### src/verilog/bcri_regs.vh
// register offsets, command codes and field values of the command interpreter
`ifndef BCRI_REGS_VH
`define BCRI_REGS_VH
`define BCRI_OFS_CODE      16'h1F3F
`define BCRI_OFS_PCOUNT    16'h1F40
`define BCRI_OFS_DEST      16'h1F41
`define BCRI_OFS_SECTYPE   16'h1F42
`define BCRI_OFS_PW_HI     16'h1F43
`define BCRI_OFS_PW_LO     16'h1F44
`define BCRI_OFS_PARAM1    16'h1F45
`define BCRI_OFS_PARAM2    16'h1F46
`define BCRI_OFS_LAST      16'h1F53
`define BCRI_OFS_STATUS    16'h1F54
`define BCRI_OFS_BYTES     16'h1F55
`define BCRI_OFS_DT0       16'h1F56
`define BCRI_OFS_DT1       16'h1F57
`define BCRI_OFS_DT2       16'h1F58
`define BCRI_OFS_DT3       16'h1F59
`define BCRI_CMD_OPEN      16'h0388
`define BCRI_CMD_CLOSE     16'h0389
`define BCRI_CMD_INHIBIT   16'h038E
`define BCRI_CMD_DATETIME  16'h0300
`define BCRI_CMD_EVRESET   16'hC388
`define BCRI_CMD_EVGET     16'hC580
`define BCRI_CMD_MODLIST   16'hC680
`define BCRI_CMD_MODINFO   16'hC681
`define BCRI_PCNT_STD      16'h000A
`define BCRI_PCNT_INHIBIT  16'h000D
`define BCRI_PCNT_EVGET    16'h001B
`define BCRI_DEST_BREAKER  16'h1501
`define BCRI_DEST_UNIT     16'h1500
`define BCRI_SEC_NONE      16'h0000
`define BCRI_SEC_USER      16'h0001
`define BCRI_ORIGIN_REMOTE 16'h0001
`define BCRI_DT_BYTES      16'h0008
`define BCRI_ST_OK         16'h0000
`define BCRI_ST_BADARG     16'h0001
`define BCRI_ST_DENIED     16'h0002
`define BCRI_ST_UNKNOWN    16'h0003
`define BCRI_ST_INHIBITED  16'h0004
`endif

### src/verilog/bcri_interp.v
// command register block and interpreter of the breaker trip unit
// Functional notes
// code, count, destination, security and password form one request.
// code 904 with count 10 opens the breaker.
// code 905 with count 10 closes the breaker.
// code 910 with count 13 sets whether link close orders are allowed.
// for code 910 the first parameter 0 permits, 1 blocks link closes.
// for code 910 the master sets the origin parameter to 1 (remote).
// operations use dest 0x1501, security 1, admin or operator password.
// read time: code 768, count 10, dest 0x1500, security 0, password 0.
// each command leaves its code and a status, 0 meaning success.
// a date-time read reports 8 bytes and four date-time words.
// code 50056 with count 10 clears the recorded events.
// event retrieval, module listing and module detail need no password.
// the master confirms the breaker position in its status register; the interpreter has no breaker position input or result word.
// a mismatched request gets a nonzero status and causes no action.
`timescale 1ns/10ps
`include "bcri_regs.vh"
module bcri_interp (
	CLK,
	SRST,
	REG_ADDR,
	REG_WDATA,
	REG_WE,
	REG_RE,
	REG_RDATA,
	REG_ERR,
	ADMIN_PASSWORD,
	OPER_PASSWORD,
	CALENDAR_TIME,
	BREAKER_OPEN,
	BREAKER_CLOSE,
	EVENTS_CLEAR,
	CLOSE_INHIBIT,
	CMD_BUSY
);
	input  wire        CLK;
	input  wire        SRST;
	input  wire [15:0] REG_ADDR;
	input  wire [15:0] REG_WDATA;
	input  wire        REG_WE;
	input  wire        REG_RE;
	output reg  [15:0] REG_RDATA;
	output reg         REG_ERR;
	input  wire [31:0] ADMIN_PASSWORD;
	input  wire [31:0] OPER_PASSWORD;
	input  wire [63:0] CALENDAR_TIME;
	output reg         BREAKER_OPEN;
	output reg         BREAKER_CLOSE;
	output reg         EVENTS_CLEAR;
	output reg         CLOSE_INHIBIT;
	output wire        CMD_BUSY;

	// one execute cycle per request, so no long counts are needed
	localparam ST_IDLE = 1'b0;
	localparam ST_EXEC = 1'b1;

	reg  [15:0] code_q;
	reg  [15:0] pcount_q;
	reg  [15:0] dest_q;
	reg  [15:0] sectype_q;
	reg  [31:0] password_q;
	reg  [15:0] param1_q;
	reg  [15:0] param2_q;
	reg  [15:0] last_q;
	reg  [15:0] status_q;
	reg  [15:0] bytes_q;
	reg  [63:0] datetime_q;

	reg         state_q;
	reg         state_d;
	reg  [15:0] status_d;
	reg         do_open;
	reg         do_close;
	reg         do_clear;
	reg         do_inhibit;
	reg         do_time;
	wire        user_ok;
	wire        free_ok;
	wire        code_take;
	wire        access;

	// a profile password of zero is treated as unassigned and never matches
	function pw_match;
		input [31:0] given;
		input [31:0] stored;
		begin
			pw_match = (stored != 32'h0000_0000) && (given == stored);
		end
	endfunction

	function in_range;
		input [15:0] a;
		input [15:0] lo;
		input [15:0] hi;
		begin
			in_range = (a >= lo) && (a <= hi);
		end
	endfunction

	// a fixed-count request from an administrator or operator profile
	function user_req;
		input [15:0] count;
		input [15:0] need;
		input        auth;
		begin
			user_req = (count == need) && auth;
		end
	endfunction

	// operations need the breaker destination and a live profile password
	assign user_ok = (dest_q == `BCRI_DEST_BREAKER) &&
		(sectype_q == `BCRI_SEC_USER) &&
		(pw_match(password_q, ADMIN_PASSWORD) ||
		pw_match(password_q, OPER_PASSWORD));
	// password-free requests carry security 0 and an all-zero password
	assign free_ok = (sectype_q == `BCRI_SEC_NONE) &&
		(password_q == 32'h0000_0000);
	// the master must not rewrite the block while a request is in flight
	assign CMD_BUSY = (state_q == ST_EXEC);
	// a code write during the execute cycle is dropped like any other write
	assign code_take = REG_WE && !CMD_BUSY &&
		(REG_ADDR == `BCRI_OFS_CODE);
	assign access = REG_WE || REG_RE;

	// command block writes; a code write launches the request
	always @(posedge CLK)
	begin
		if (SRST)
		begin
			code_q     <= 16'h0000;
			pcount_q   <= 16'h0000;
			dest_q     <= 16'h0000;
			sectype_q  <= 16'h0000;
			password_q <= 32'h0000_0000;
			param1_q   <= 16'h0000;
			param2_q   <= 16'h0000;
		end
		else if (REG_WE && !CMD_BUSY)
		begin
			case (REG_ADDR)
				`BCRI_OFS_CODE:    code_q <= REG_WDATA;
				`BCRI_OFS_PCOUNT:  pcount_q <= REG_WDATA;
				`BCRI_OFS_DEST:    dest_q <= REG_WDATA;
				`BCRI_OFS_SECTYPE: sectype_q <= REG_WDATA;
				// the two password halves may arrive in either order
				`BCRI_OFS_PW_HI:   password_q[31:16] <= REG_WDATA;
				`BCRI_OFS_PW_LO:   password_q[15:0] <= REG_WDATA;
				`BCRI_OFS_PARAM1:  param1_q <= REG_WDATA;
				`BCRI_OFS_PARAM2:  param2_q <= REG_WDATA;
				default:           code_q <= code_q;
			endcase
		end
	end

	// decode one launched request into a status and at most one action
	always @*
	begin
		state_d    = ST_IDLE;
		status_d   = `BCRI_ST_UNKNOWN;
		do_open    = 1'b0;
		do_close   = 1'b0;
		do_clear   = 1'b0;
		do_inhibit = 1'b0;
		do_time    = 1'b0;
		case (state_q)
			ST_IDLE:
				state_d = code_take ? ST_EXEC : ST_IDLE;
			ST_EXEC:
				state_d = ST_IDLE;
			default:
				state_d = ST_IDLE;
		endcase
		case (code_q)
			`BCRI_CMD_OPEN:
			begin
				status_d = user_req(pcount_q, `BCRI_PCNT_STD, user_ok) ?
					`BCRI_ST_OK : `BCRI_ST_DENIED;
				do_open = (status_d == `BCRI_ST_OK);
			end
			`BCRI_CMD_CLOSE:
			begin
				status_d = user_req(pcount_q, `BCRI_PCNT_STD, user_ok) ?
					`BCRI_ST_OK : `BCRI_ST_DENIED;
				if (status_d == `BCRI_ST_OK && CLOSE_INHIBIT)
					status_d = `BCRI_ST_INHIBITED;
				do_close = (status_d == `BCRI_ST_OK);
			end
			`BCRI_CMD_INHIBIT:
			begin
				if (!user_req(pcount_q, `BCRI_PCNT_INHIBIT, user_ok))
					status_d = `BCRI_ST_DENIED;
				else if (param1_q > 16'h0001 ||
					param2_q != `BCRI_ORIGIN_REMOTE)
					status_d = `BCRI_ST_BADARG;
				else
					status_d = `BCRI_ST_OK;
				do_inhibit = (status_d == `BCRI_ST_OK);
			end
			`BCRI_CMD_DATETIME:
			begin
				status_d = (pcount_q == `BCRI_PCNT_STD && free_ok &&
					dest_q == `BCRI_DEST_UNIT) ?
					`BCRI_ST_OK : `BCRI_ST_DENIED;
				do_time = (status_d == `BCRI_ST_OK);
			end
			`BCRI_CMD_EVRESET:
			begin
				status_d = user_req(pcount_q, `BCRI_PCNT_STD, user_ok) ?
					`BCRI_ST_OK : `BCRI_ST_DENIED;
				do_clear = (status_d == `BCRI_ST_OK);
			end
			`BCRI_CMD_EVGET:
				status_d = (pcount_q == `BCRI_PCNT_EVGET && free_ok &&
					dest_q == `BCRI_DEST_BREAKER) ?
					`BCRI_ST_OK : `BCRI_ST_DENIED;
			default:
				// module listing and detail share one contiguous code range
				if (in_range(code_q, `BCRI_CMD_MODLIST, `BCRI_CMD_MODINFO))
					status_d = free_ok ? `BCRI_ST_OK :
						`BCRI_ST_DENIED;
		endcase
	end

	// execution cycle: result area and one-cycle action pulses
	always @(posedge CLK)
	begin
		if (SRST)
		begin
			state_q       <= ST_IDLE;
			last_q        <= 16'h0000;
			// status resets to success so an idle unit reads clean
			status_q      <= `BCRI_ST_OK;
			bytes_q       <= 16'h0000;
			datetime_q    <= 64'h0000_0000_0000_0000;
			BREAKER_OPEN  <= 1'b0;
			BREAKER_CLOSE <= 1'b0;
			EVENTS_CLEAR  <= 1'b0;
			CLOSE_INHIBIT <= 1'b0;
		end
		else
		begin
			state_q       <= state_d;
			BREAKER_OPEN  <= 1'b0;
			BREAKER_CLOSE <= 1'b0;
			EVENTS_CLEAR  <= 1'b0;
			if (state_q == ST_EXEC)
			begin
				last_q        <= code_q;
				status_q      <= status_d;
				bytes_q       <= do_time ? `BCRI_DT_BYTES : 16'h0000;
				// one capture keeps the four time words of an answer coherent
				datetime_q    <= do_time ? CALENDAR_TIME : 64'h0;
				BREAKER_OPEN  <= do_open;
				BREAKER_CLOSE <= do_close;
				EVENTS_CLEAR  <= do_clear;
				// the level persists until the next granted inhibition request or a reset
				if (do_inhibit)
					CLOSE_INHIBIT <= param1_q[0];
			end
		end
	end

	// register reads, one cycle after the strobe
	always @(posedge CLK)
	begin
		if (SRST)
		begin
			REG_RDATA <= 16'h0000;
			REG_ERR   <= 1'b0;
		end
		else
		begin
			// result words are read-only, so writing one flags an error
			REG_ERR <= access &&
				!in_range(REG_ADDR, `BCRI_OFS_CODE, `BCRI_OFS_PARAM2) &&
				!(REG_RE && in_range(REG_ADDR, `BCRI_OFS_LAST,
				`BCRI_OFS_DT3));
			// read data stands until the next access
			if (access)
			begin
				case (REG_ADDR)
					`BCRI_OFS_CODE:    REG_RDATA <= code_q;
					`BCRI_OFS_PCOUNT:  REG_RDATA <= pcount_q;
					`BCRI_OFS_DEST:    REG_RDATA <= dest_q;
					`BCRI_OFS_SECTYPE: REG_RDATA <= sectype_q;
					`BCRI_OFS_PW_HI:   REG_RDATA <= password_q[31:16];
					`BCRI_OFS_PW_LO:   REG_RDATA <= password_q[15:0];
					`BCRI_OFS_PARAM1:  REG_RDATA <= param1_q;
					`BCRI_OFS_PARAM2:  REG_RDATA <= param2_q;
					`BCRI_OFS_LAST:    REG_RDATA <= last_q;
					`BCRI_OFS_STATUS:  REG_RDATA <= status_q;
					`BCRI_OFS_BYTES:   REG_RDATA <= bytes_q;
					`BCRI_OFS_DT0:     REG_RDATA <= datetime_q[63:48];
					`BCRI_OFS_DT1:     REG_RDATA <= datetime_q[47:32];
					`BCRI_OFS_DT2:     REG_RDATA <= datetime_q[31:16];
					`BCRI_OFS_DT3:     REG_RDATA <= datetime_q[15:0];
					default:           REG_RDATA <= 16'h0000;
				endcase
			end
		end
	end
endmodule // bcri_interp

### config.mk
export PLATFORM = sky130hd
export DESIGN_NAME = bcri_interp
export DESIGN_NICKNAME = d
export VERILOG_FILES = /design/src/verilog/bcri_interp.v
export VERILOG_INCLUDE_DIRS = /design/src /design/src/verilog
export SDC_FILE = /design/constraint.sdc
export NUM_CORES = 1
export LEC_CHECK = 0
export ABC_AREA = 1
export BUFFER_PORTS_ARGS = -buffer_cell sky130_fd_sc_hd__clkbuf_2
export CAP_MARGIN = 20
export CORE_ASPECT_RATIO = 0.8
export CORE_MARGIN = 4
export CORE_UTILIZATION = 50
export DETAILED_ROUTE_END_ITERATION = 10
export PLACE_DENSITY = 0.71
export REMOVE_ABC_BUFFERS = 1
export SLEW_MARGIN = 30
export SYNTH_ARGS = -nofsm -noshare
export SYNTH_HDL_FRONTEND = slang
export SYNTH_SLANG_ARGS = --single-unit
### constraint.sdc
create_clock -name CLK -period 4.04 [get_ports CLK]
set_input_delay 0.808 -clock CLK [delete_from_list [all_inputs] [get_ports CLK]]
set_output_delay 0.808 -clock CLK [all_outputs]
set_load 0.02 [all_outputs]
After elaboration in Yosys (flattened, before gate mapping). Cells that the tools add are included.

Register bits after elaboration: 262. Input bits: 164. Output and inout port bits: 22. Logic and storage cells: 125.

Order comparisons: 7. Equality and inequality tests: 30. Mux-type cells: 18. Bitwise gates (word level): 4. Reductions and logical operators: 47.

Operator list (number): 16-bit by 13-bit == test with 1-bit output, second input constant (17); 16-bit one-hot mux with 15 select lines (1); 16-bit zero test (5); 16-bit one-hot mux with 5 select lines (1); 16-bit by 10-bit == test with 1-bit output, second input constant (4); 32-bit == test (2); 64-bit two-way mux (1); 32-bit nonzero test (2); 16-bit == test, second input constant (2); 16-bit by 4-bit == test with 1-bit output, second input constant (2); 16-bit by 13-bit greater-or-equal comparator with 1-bit output, second input constant (2); 16-bit by 13-bit <= comparator with 1-bit output, second input constant (2); 32-bit zero test (1); 16-bit two-way mux (2); 1-bit logical AND (20); 2-bit AND reduction (9); 16-bit by 1-bit == test with 1-bit output, second input constant (1); 16-bit by 5-bit == test with 1-bit output, second input constant (1); 16-bit greater-or-equal comparator, second input constant (1); 16-bit by 1-bit greater-than comparator with 1-bit output, second input constant (1); 16-bit <= comparator, second input constant (1); 16-bit by 1-bit inequality test with 1-bit output, second input constant (1); 2-bit two-way mux (6); 3-bit OR reduction (3); 8 further kinds (18).

Depth between registers and ports, before layout. Gate-level depths: netlist (run 1).

Word-level depth: 11. Depth in mapped cells: 15. Gate-level depth less buffers: 15.

Least setup slack after synthesis (run 1). No wires, ideal clock.

Path kind: input port to flip-flop. From: input port REG_ADDR[12]. To: register REG_RDATA[11]. Setup time: 0.070 ns. Arrival: 2.134 ns. Data required time: 3.970 ns. Slack: 1.836 ns. Stages on the path: 11. Path buffers: 1. Cells stage by stage: inv_1 -> nor2_1 -> nand3_2 -> nor2_4 -> nand2_1 -> clkbuf_1 -> o211ai_1 -> nor2_1 -> nand2_1 -> nand2_1 -> a21oi_1.

Word-level cells in the longest chain between the ends: 2. Elaborated cells on any way between the ends: 16. Classes of those cells: eq/ne: 15; mux: 1.

RTL lines: from (decl) (line bcri_interp.v:39) `input wire [15:0] REG_ADDR;`; 16-bit by 13-bit == test with 1-bit output (line bcri_interp.v:282) `case (REG_ADDR)`; 16-bit one-hot mux with 15 select lines * (line bcri_interp.v:282); to (signal assigned) (line bcri_interp.v:283) `` `BCRI_OFS_CODE: REG_RDATA <= code_q; ``; to (signal assigned) (line bcri_interp.v:284) `` `BCRI_OFS_PCOUNT: REG_RDATA <= pcount_q; ``; to (signal assigned) (line bcri_interp.v:285) `` `BCRI_OFS_DEST: REG_RDATA <= dest_q; ``; to (decl) (line bcri_interp.v:43) `output reg [15:0] REG_RDATA;`.

Every way passes the cells marked *; elsewhere a longest branch is shown, timed or not. A chain may end at the register's enable or synchronous reset.

Final worst setup path (run 1).
From: register password_q[24]. To: register datetime_q[49].

Word-level cells in the longest chain between the ends: 8.

RTL lines: from (decl) (line bcri_interp.v:62) `reg [31:0] password_q;`; from (signal assigned) (line bcri_interp.v:135) `password_q <= 32'h0000_0000;`; from (signal assigned) (line bcri_interp.v:147) `` `BCRI_OFS_PW_HI: password_q[31:16] <= REG_WDATA; ``; 32-bit zero test (line bcri_interp.v:118) `(password_q == 32'h0000_0000);`; 1-bit logical AND (line bcri_interp.v:117) `` assign free_ok = (sectype_q == `BCRI_SEC_NONE) && ``; 1-bit logical AND (line bcri_interp.v:202) `` status_d = (pcount_q == `BCRI_PCNT_STD && free_ok && ``; 1-bit logical AND (no line); 2-bit two-way mux (no line); 16-bit zero test (no line); 1-bit two-way mux (line bcri_interp.v:174) `case (code_q)`; 64-bit two-way mux (line bcri_interp.v:253) `datetime_q <= do_time ? CALENDAR_TIME : 64'h0;`; to (signal assigned) (line bcri_interp.v:253); to (decl) (line bcri_interp.v:68) `reg [63:0] datetime_q;`.

No other way between the ends.

==> run metrics, run 1 <==
register area=4684 sq um; # DRC=0; cell count after synthesis=1866; CTS Buf Count=24; Yosys warnings=0; DP HPWL=30.45 mm; final hold viol count=0; total gr overflow=0; Die H=148.3 um; number of synthesized flops with an enable pin=0; Die Width=183.4 um; total power=4.826 mW; first-pass GRT wire length=65.00 mm; CTS Hold Bufs=0; setup bufs post-CTS=0; vias in the first global route=11960; gr busiest metal=met1; antenna diode count=0; Synth top area share=0.3808; Final min period=2.648 ns; WHS Path Cells=2; Reg clk slew, reported paths=0.06 ns; met3 GRT Util=0.06748; Leak=5.544 nW; Initial Utilization=0.5074; Critical Path RT=4.47 ns; drt first pass iters=6; DRT antenna net count=0; met1 Use GR=0.4523; r2r setup slk=1.39 ns; met2 usage=0.4256; cell taking the most area after synthesis=dfxtp_1; area delta synth->final=15.43%; Max Clk Rate=377.7 MHz; Buffers & Inverters on Critical Path=2; placed cell area=13400 sq um; post-route cell area=14200 sq um; Setup-failing EPs final=0; PwrDens=339.9 nW/um^2; Hold Path End=datetime_q[17]$_SDFFE_PP0P_; worst hold path type=reg2reg; average size of a mapped cell=6.593 sq um; Max FO, Critical Path=65; largest net degree at the start of global routing=166; Seq cells post-synth=234; Max clock buf depth=3; synth top area cells=dfxtp_1 38%, nand2_1 13%, nor2_1 7.7%, nand3_1 7.0%, a21oi_1 6.0%; Startpoint Class=flip-flop; final worst-path cycle share=0.6553; FF-to-FF Start=password_q[24]$_SDFFE_PP0P_; DR vias=13230; Ports=186; Crit Path Class=reg2reg; port buffer count=185; PostCTS Resize Cnt=0; library cells used by synthesis=35; r2r endpoint=datetime_q[49]$_SDFFE_PP0P_; Filler Cell Count=2413; RSZ-0062 raised after global routing=no; Final Skew=0.02306 ns; vias per inst=5.661; Post-Syn Area=12300 sq um; CP Capture Type=flip-flop; main flop type after synthesis=dfxtp_1; Worst-Skew Late Latency=0.53 ns; share of post-route cells with drive strength above 1=0.1322; relative slew slack=0.2879; WL/cell=17.70 um; CTS root buffer=clkbuf_16; Nets=2165; Max-cap violations=0; fin. max-slew vios=0; CTS tree=yes; routed wire length=41.36 mm; Worst-Margin Slew=1.060 ns; initial DRC count=1573; async set-or-reset flop fraction in the synthesized netlist=0; Total GRT Usage=0.2955; CP peak stage delay=0.50 ns; initial antenna violation count=0; core area=24250 sq um; sequential-to-total area share from yosys stat=0.3808; worst vdd ir=0.3008 mV; CTS Sinks=234; crit-path cells=inv_1, nand4_1, nor2_1, nand2_1, nor2_1, nand4_1, nor3_2, buf_4, nand2_1, a21oi_1; die area=27200 sq um; launch point of the worst hold path=datetime_q[17]$_SDFFE_PP0P_; delay-heaviest family, CP=simple AND/OR/NAND/NOR gates; outcome=finished clean; FF-to-FF path depth=10; Placer Congestion=0.9977; # H-tree levels=1; critical path arrival=3.08 ns; slowest CP cell=buf_4; area of the multi-input gates=6499 sq um; Std-Cell Rows=51
[cell type report]
type	count	share of cell area
Tap cell	318	0.02802
Clock inverter	7	0.005815
Clock buffer	37	0.04996
Multi-Input combinational cell	1345	0.4576
Inverter	189	0.04996
Sequential cell	234	0.3299
Timing Repair Buffer	207	0.07877
[power breakdown]
group / leakage (nW) / internal [mW] / switching [mW] / total (mW)
clock: 0.382 / 1.28 / 0.932 / 2.21
sequential: 1.88 / 2.31 / 0.000260 / 2.31
combinational: 3.28 / 0.105 / 0.200 / 0.305
[cells in the final DEF (no fill, tap or decap), types with 3 or more instances in the layout]
master     instances
clkbuf_1           7
inv_1            185
nor2_1           253
clkbuf_8           6
nor3_2             4
nand4_1           70
a21oi_1          148
dfxtp_1          234
inv_2              3
clkbuf_2         184
buf_4             21
nand3_1          172
clkbuf_16         24
nor2_2             3
o21ai_1            3
o211ai_1          21
nor3_1            32
xnor2_1           39
nand2_2            4
o21ai_0           79
nand2_1          414
a211oi_1          65
nor4_1            22
[registers in the layout, indices dropped and copies added (netlist names), 16 cells and up]
register / flops
password_q: 32
last_q: 16
sectype_q: 16
param1_q: 16
pcount_q: 16
datetime_q: 64
param2_q: 16
dest_q: 16
REG_RDATA: 16
code_q: 16
[kinds of logic (layout without fill, tap and decap cells)]
kind of cell,count (synthesis),count (layout),synth area share
and+or+nand+nor,987,987,0.3515
AOI/OAI and AO/OA,319,319,0.1478
buffers and inverters,287,440,0.09224
DFF,234,234,0.3808
xor gates and xnor gates,39,39,0.02776
[metrics by stage]
step / hold slack (ns) / util / TNS [ns] / cells / worst slack, ns
4_1_cts: 0.4658 / 0.5853 / 0 / 2337 / 1.441
6_report: 0.4644 / 0.5857 / 0 / 2337 / 1.393
3_5_place_dp: 0.4561 / 0.5527 / 0 / 2293 / 0.9914
5_1_grt: 0.4816 / 0.5857 / 0 / 2337 / 1.190
2_1_floorplan: 0.4386 / - / -139.18 / 1768 / -2.141
3_3_place_gp: 0.4523 / 0.5526 / 0 / 2293 / 1.110
[synth_stat cells, types with 2 or more instances]
cell / number
nor3_1: 33
xnor2_1: 39
nand3_1: 172
buf_2: 22
nor2_1: 253
nand3_2: 2
nand4_1: 70
nor4_1: 22
o21ai_0: 79
buf_4: 8
nand3b_1: 2
clkinv_1: 2
a211oi_1: 65
nor4_4: 2
inv_1: 185
nor2_2: 3
a21oi_1: 148
nor3_2: 3
o21ai_1: 3
inv_2: 2
clkbuf_1: 67
dfxtp_1: 234
o211ai_1: 21
nand2_1: 418
[worst max-delay path by stage]
stage                                             end  slack (ns)                         from  depth (start not counted)
final                     datetime_q[49]$_SDFFE_PP0P_        1.39  password_q[24]$_SDFFE_PP0P_                         10
after global routing      datetime_q[49]$_SDFFE_PP0P_        1.19  password_q[24]$_SDFFE_PP0P_                         10
after detailed placement  password_q[25]$_SDFFE_PP0P_        0.99                  REG_ADDR[6]                         11
after CTS                 datetime_q[49]$_SDFFE_PP0P_        1.44  password_q[24]$_SDFFE_PP0P_                         10
after floorplan            datetime_q[0]$_SDFFE_PP0P_       -2.14          CMD_BUSY$_SDFF_PP0_                          4
after global placement    password_q[26]$_SDFFE_PP0P_        1.11                  REG_ADDR[6]                         11
[routing by layer]
layer	vias to the layer above	wire (um)
li1	6478	-
met1	6115	19000
met2	580	17490
met3	56	4157
met4	0	721
met5	-	0
[tightest hold or removal path, stage by stage (launching register included)]
cell and delay [ns]:
dfxtp_1 0.31, nand2_1 0.06, a21oi_1 0.05
Note: power is estimated with default switching activity, not from simulation.
==> run 2, diff against run 1 <==
Settings changed: ABC_AREA 1 to 0, PLACE_DENSITY 0.71 to 0.75.
Clock period 4.04 ns to 2.15 ns, I/O delays scaled along.
==> run metrics, run 2 <==
initial antenna violation count=1; post-route cell area=16040 sq um; Setup-failing EPs final=72; number of synthesized flops with an enable pin=0; crit-path cells=nor4_2, buf_4, nand4_1, buf_4, nor4_4, buf_4, and3_4, buf_12, buf_12, buf_12, buf_16, a22oi_2, nor2_1; switching pwr=2.174 mW; slowest CP cell=dfxtp_2; Post-Syn Area=11310 sq um; antenna diode count=0; Top reg by flops=datetime_q; Total GRT Usage=0.3869; CTS tree=yes; Final Skew=0.02053 ns; CP peak stage delay=0.33 ns; area fraction in compound gates after synthesis=0.1935; library cells used by synthesis=66; Comb pwr share=0.069; top flop regs=datetime_q x64, password_q x32; Max FO, Critical Path=8; cell count after synthesis=1370; # DRC=0; placed cell area=14250 sq um; Post-Synth Simple-Gate Area=0.2671; DP HPWL=35.27 mm; commonest non-fill, non-tap cells in the layout=314 x nand2_1, 222 x buf_4, 219 x dfxtp_1; Nets=1907; PwrDens=572.1 nW/um^2; outcome=finished with violations; first-pass GRT wire length=74.82 mm; setup ws final=-0.2544 ns; vias per inst=6.348; violated checks=setup timing; Post-Synth Adder-Cell Area=0; Max Clk Rate=415.9 MHz; CP Capture Type=flip-flop; async set-or-reset flop fraction in the synthesized netlist=0; fin. max-slew vios=0; multiplexer area fraction after synthesis=0.02765; # H-tree levels=1; most common cell after layout, fill and taps aside=nand2_1; initial DRC count=1981; Initial Utilization=0.5160; core area=21920 sq um; share of post-route cells with drive strength above 1=0.3561; Clk pwr share=0.459; drt first pass iters=9; Std-Cell Rows=48; worst hold path type=in2reg; Placer Congestion=0.9937; non-filler cells, final=2058; Die Width=176.2 um; worst vdd ir=0.6637 mV; cell taking the most area after synthesis=dfxtp_1; P_int=7.005 mW; relative slew slack=0.3026; largest net degree at the start of global routing=216; Yosys warnings=0; Final min period=2.404 ns; Leak=6.209 nW; DR vias=13060; Reg clk slew, reported paths=0.07 ns; sw frac=0.2368; Critical Path RT=2.58 ns; DRT antenna net count=0; area delta synth->final=41.82%; Worst-Skew Late Latency=0.52 ns; post-synthesis xor/xnor area fraction=0.04955; Seq cells post-synth=234; sequential share of power=0.472; commonest cells in the netlist=315 x nand2_1, 234 x dfxtp_1, 137 x a21oi_1, 107 x nor2_1, 106 x a22oi_1; Ports=186; vias in the first global route=12530; final hold viol count=0; RSZ-0062 raised after global routing=yes; final worst-path cycle share=1.118; most frequent cell after synthesis=nand2_1; average size of a mapped cell=8.257 sq um; critical path arrival=2.83 ns; routed wire length=50.63 mm; die area=25110 sq um; CTS Sinks=234; sequential-to-total area share from yosys stat=0.4141; placed cells=1994; main flop type after synthesis=dfxtp_1; Max-cap violations=0; Die H=142.5 um; synth top area cells=dfxtp_1 41%, nand2_1 10%, a22oi_1 7.0%, a21oi_1 6.1%, xor2_1 5.0%; final setup TNS=-11.19 ns; port buffer count=185; CTS root buffer=clkbuf_16; Startpoint Class=flip-flop; Worst-Margin Slew=1.046 ns; Max clock buf depth=3; largest family of logic cells by synthesized area=simple AND/OR/NAND/NOR gates; WL/cell=24.60 um; max reg flops=64; Synth top area share=0.4141; total gr overflow=0; Crit Path Class=reg2reg; CTS Buf Count=23
run 2: cell types whose count changed after synthesis, moves of 65 or more:
cell,previous run,this run
inv_1,185,6
nand3_1,172,7
nor2_1,253,107
a22oi_1,0,106
nand2_1,418,315
o21ai_0,79,7
a211oi_1,65,0
run 2: path summary, 6_finish.rpt:
kind	depth (start not counted)	startpoint	slack (ns)	to
min	3	CALENDAR_TIME[6]	0.14	datetime_q[6]$_SDFFE_PP0P_
max reg2reg	13	sectype_q[8]$_SDFFE_PP0P_	-0.25	datetime_q[11]$_SDFFE_PP0P_
max	13	sectype_q[8]$_SDFFE_PP0P_	-0.25	datetime_q[11]$_SDFFE_PP0P_
min reg2reg	2	status_q[2]$_SDFFE_PP0P_	0.48	status_q[2]$_SDFFE_PP0P_
run 2: cell families (layout without fill, tap and decap cells):
logic type,after synthesis,count (layout)
simple gates,614,614
xor+xnor,64,64
buf+inv,109,497
mux,25,25
compound gates,324,324
flops,234,234
run 2: routing by layer:
layer	part of all wire	wire, um	track usage	up-vias
met5	0.00036	18	0	-
met4	0.056	2832	0.1702	2
met3	0.14	6933	0.1009	209
met2	0.42	21300	0.5758	983
met1	0.39	19550	0.5319	6175
li1	-	-	-	5695
run 2: area by class of cell:
type	count	area, sq um
clock buffers	29	628.1
clock inverters	11	142.6
fillers	1615	5878
inverters	6	22.52
multi-input cells	1027	6680
flip-flops and latches	234	4711
well taps	300	375.4
repair buffers	451	3483
run 2: power by group through the flow:
stage,registers (mW),logic (mW),clock network (mW)
2_1_floorplan,4.43,0.113,0
3_3_place_gp,4.43,0.580,0
3_5_place_dp,4.43,0.583,0
4_1_cts,4.33,0.600,4.19
5_1_grt,4.33,0.658,4.37
6_report,4.33,0.631,4.22
run 2: metrics by stage:
stage	setup slack, ns	hold WS (ns)	total power [mW]	util
2_1_floorplan	-1.644	0.4260	4.548	-
3_3_place_gp	-0.7755	0.4470	5.013	0.6501
3_5_place_dp	-0.6865	0.4502	5.016	0.6501
4_1_cts	-0.2079	0.1399	9.124	0.7201
5_1_grt	-0.3656	0.1646	9.362	0.7318
6_report	-0.2544	0.1371	9.179	0.7318
run 2: repair_timing:
item / in CTS / in global routing
resized for setup: 96 / 41
setup buffers: 14 / 6
pin swaps: 58 / 42
endpoints found under the setup margin: 72 / 72
hold buffers: 0 / 0
cloned: 7 / 1
run 2: critical path, delay by kind of cell, from the launching register on:
kind            cells  cell delay (ns)
compound gates      1             0.05
buf+inv             7             1.00
flops               1             0.33
simple gates        5             0.93
==> run 3, diff against run 2 <==
Settings changed: RECOVER_POWER from default to 25.
==> run metrics, run 3 (synthesis gave the netlist of run 2 again) <==
CP Capture Type=flip-flop; antenna diode count=0; Reg clk slew, reported paths=0.07 ns; Total GRT Usage=0.3869; CTS Buf Count=23; Comb pwr share=0.068; total gr overflow=0; fin. max-slew vios=0; Placer Congestion=0.9937; Die H=142.5 um; initial DRC count=2009; Initial Utilization=0.5160; slowest CP cell=dfxtp_2; Crit Path Class=reg2reg; Die Width=176.2 um; outcome=finished with violations; Final Skew=0.02173 ns; P_int=7.003 mW; Worst-Margin Slew=1.102 ns; largest net degree at the start of global routing=216; RSZ-0062 raised after global routing=yes; WHS Path Cells=3; # H-tree levels=1; Max-cap violations=0; Clk pwr share=0.460; first-pass GRT wire length=74.82 mm; r2r setup slk=-0.24 ns; max reg flops=64; core area=21920 sq um; sw frac=0.2365; vias per inst=6.351; commonest non-fill, non-tap cells in the layout=314 x nand2_1, 219 x dfxtp_1, 219 x buf_4; relative slew slack=0.2654; Filler Cell Count=1635; final worst-path cycle share=1.114; Worst-Skew Late Latency=0.52 ns; Critical Path RT=2.58 ns; DRT antenna net count=0; Max FO, Critical Path=8; Max Clk Rate=417.7 MHz; CTS root buffer=clkbuf_16; WL/cell=24.57 um; # DRC=0; Max clock buf depth=3; initial antenna violation count=1; placed cell area=14250 sq um; worst vdd ir=0.6638 mV; CP peak stage delay=0.33 ns; r2r endpoint=datetime_q[11]$_SDFFE_PP0P_; Leak=6.111 nW; Std-Cell Rows=48; Ports=186; critical path arrival=2.83 ns; PwrDens=574.3 nW/um^2; DP HPWL=35.27 mm; dpl ws=-0.6865 ns; die area=25110 sq um; CTS tree=yes; Startpoint Class=flip-flop; Final min period=2.394 ns; setup ws final=-0.2442 ns; total power=9.172 mW; Top reg by flops=datetime_q; FF-to-FF Start=sectype_q[8]$_SDFFE_PP0P_; Setup-failing EPs final=137; area delta synth->final=41.17%; vias in the first global route=12530; top flop regs=datetime_q x64, password_q x32; Hold Path End=datetime_q[6]$_SDFFE_PP0P_; routed wire length=50.57 mm; share of post-route cells with drive strength above 1=0.3424; sequential share of power=0.472; final hold viol count=0; launch point of the worst hold path=CALENDAR_TIME[6]; DR vias=13070; post-route cell area=15970 sq um; CTS Sinks=234; violated checks=setup timing; FF-to-FF path depth=13; Nets=1907; most common cell after layout, fill and taps aside=nand2_1; switching pwr=2.169 mW; drt first pass iters=9; worst hold path type=in2reg; crit-path cells=nor4_2, buf_4, nand4_1, buf_4, nor4_4, buf_4, and3_4, buf_12, buf_12, buf_12, buf_16, a22oi_2, nor2_1; port buffer count=185
## run 3: cell types whose count changed in the layout (fill, tap and decap cells not counted), sizes merged
cell and delta:
clkbuf +4, buf -4
## run 3: area by class of cell
class,instances,area (sq um),share of cell area
clock inverter,11,142.6,0.008932
multi-input combinational,1027,6658,0.4169
timing repair buffer,451,3432,0.2149
inverter,6,22.52,0.001410
clock buffer,29,628.1,0.03933
sequential,234,4711,0.2950
tap,300,375.4,0.02351
## run 3: metal layers
metal / vias to the layer above / share of wire / GRT usage
met5: - / 0.0011 / 0
li1: 5705 / - / -
met2: 980 / 0.42 / 0.5758
met1: 6178 / 0.39 / 0.5319
met4: 2 / 0.055 / 0.1702
met3: 205 / 0.13 / 0.1009
## run 3: through the flow
| stage | hold slack, ns | cells | TNS (ns) | utilization |
|---|---|---|---|---|
| final | 0.1329 | 2058 | -20.90 | 0.7285 |
| after global routing | 0.1646 | 2058 | -31.34 | 0.7285 |
| after CTS | 0.1399 | 2052 | -6.292 | 0.7201 |
| after detailed placement | 0.4502 | 1994 | -38.23 | 0.6501 |
| after global placement | 0.4470 | 1994 | -30.37 | 0.6501 |
| after floorplan | 0.4260 | 1267 | -142.81 | - |
## run 3: worst max path at each step
stage,from,to,slack (ns),depth (start not counted)
2_1_floorplan,CMD_BUSY$_SDFF_PP0_,datetime_q[0]$_SDFFE_PP0P_,-1.64,5
3_3_place_gp,ADMIN_PASSWORD[29],status_q[1]$_SDFFE_PP0P_,-0.78,11
3_5_place_dp,ADMIN_PASSWORD[29],status_q[1]$_SDFFE_PP0P_,-0.69,11
4_1_cts,password_q[29]$_SDFFE_PP0P_,CLOSE_INHIBIT$_SDFFE_PP0P_,-0.21,10
5_1_grt,sectype_q[8]$_SDFFE_PP0P_,datetime_q[26]$_SDFFE_PP0P_,-0.37,13
6_report,sectype_q[8]$_SDFFE_PP0P_,datetime_q[11]$_SDFFE_PP0P_,-0.24,13
## run 3: critical path: cells and delay by family, from the launching register on
| family | cells | cell delay [ns] |
|---|---|---|
| compound gates | 1 | 0.05 |
| flops | 1 | 0.33 |
| simple gates | 5 | 0.93 |
| buf+inv | 7 | 0.99 |
## run 3: power by group through the flow
stage	combinational (mW)	clock, mW	sequential, mW
after floorplan	0.113	0	4.43
after global placement	0.580	0	4.43
after detailed placement	0.583	0	4.43
after CTS	0.600	4.19	4.33
after global routing	0.655	4.37	4.33
final	0.627	4.21	4.33
## run 3: what timing repair did
action / CTS / global route
endpoints found under the hold margin: 0 / 0
gates cloned: 7 / 1
resized for setup: 96 / 41
setup buffers: 14 / 6
pin swaps: 58 / 42
endpoints found under the setup margin: 72 / 72
hold buffers: 0 / 0
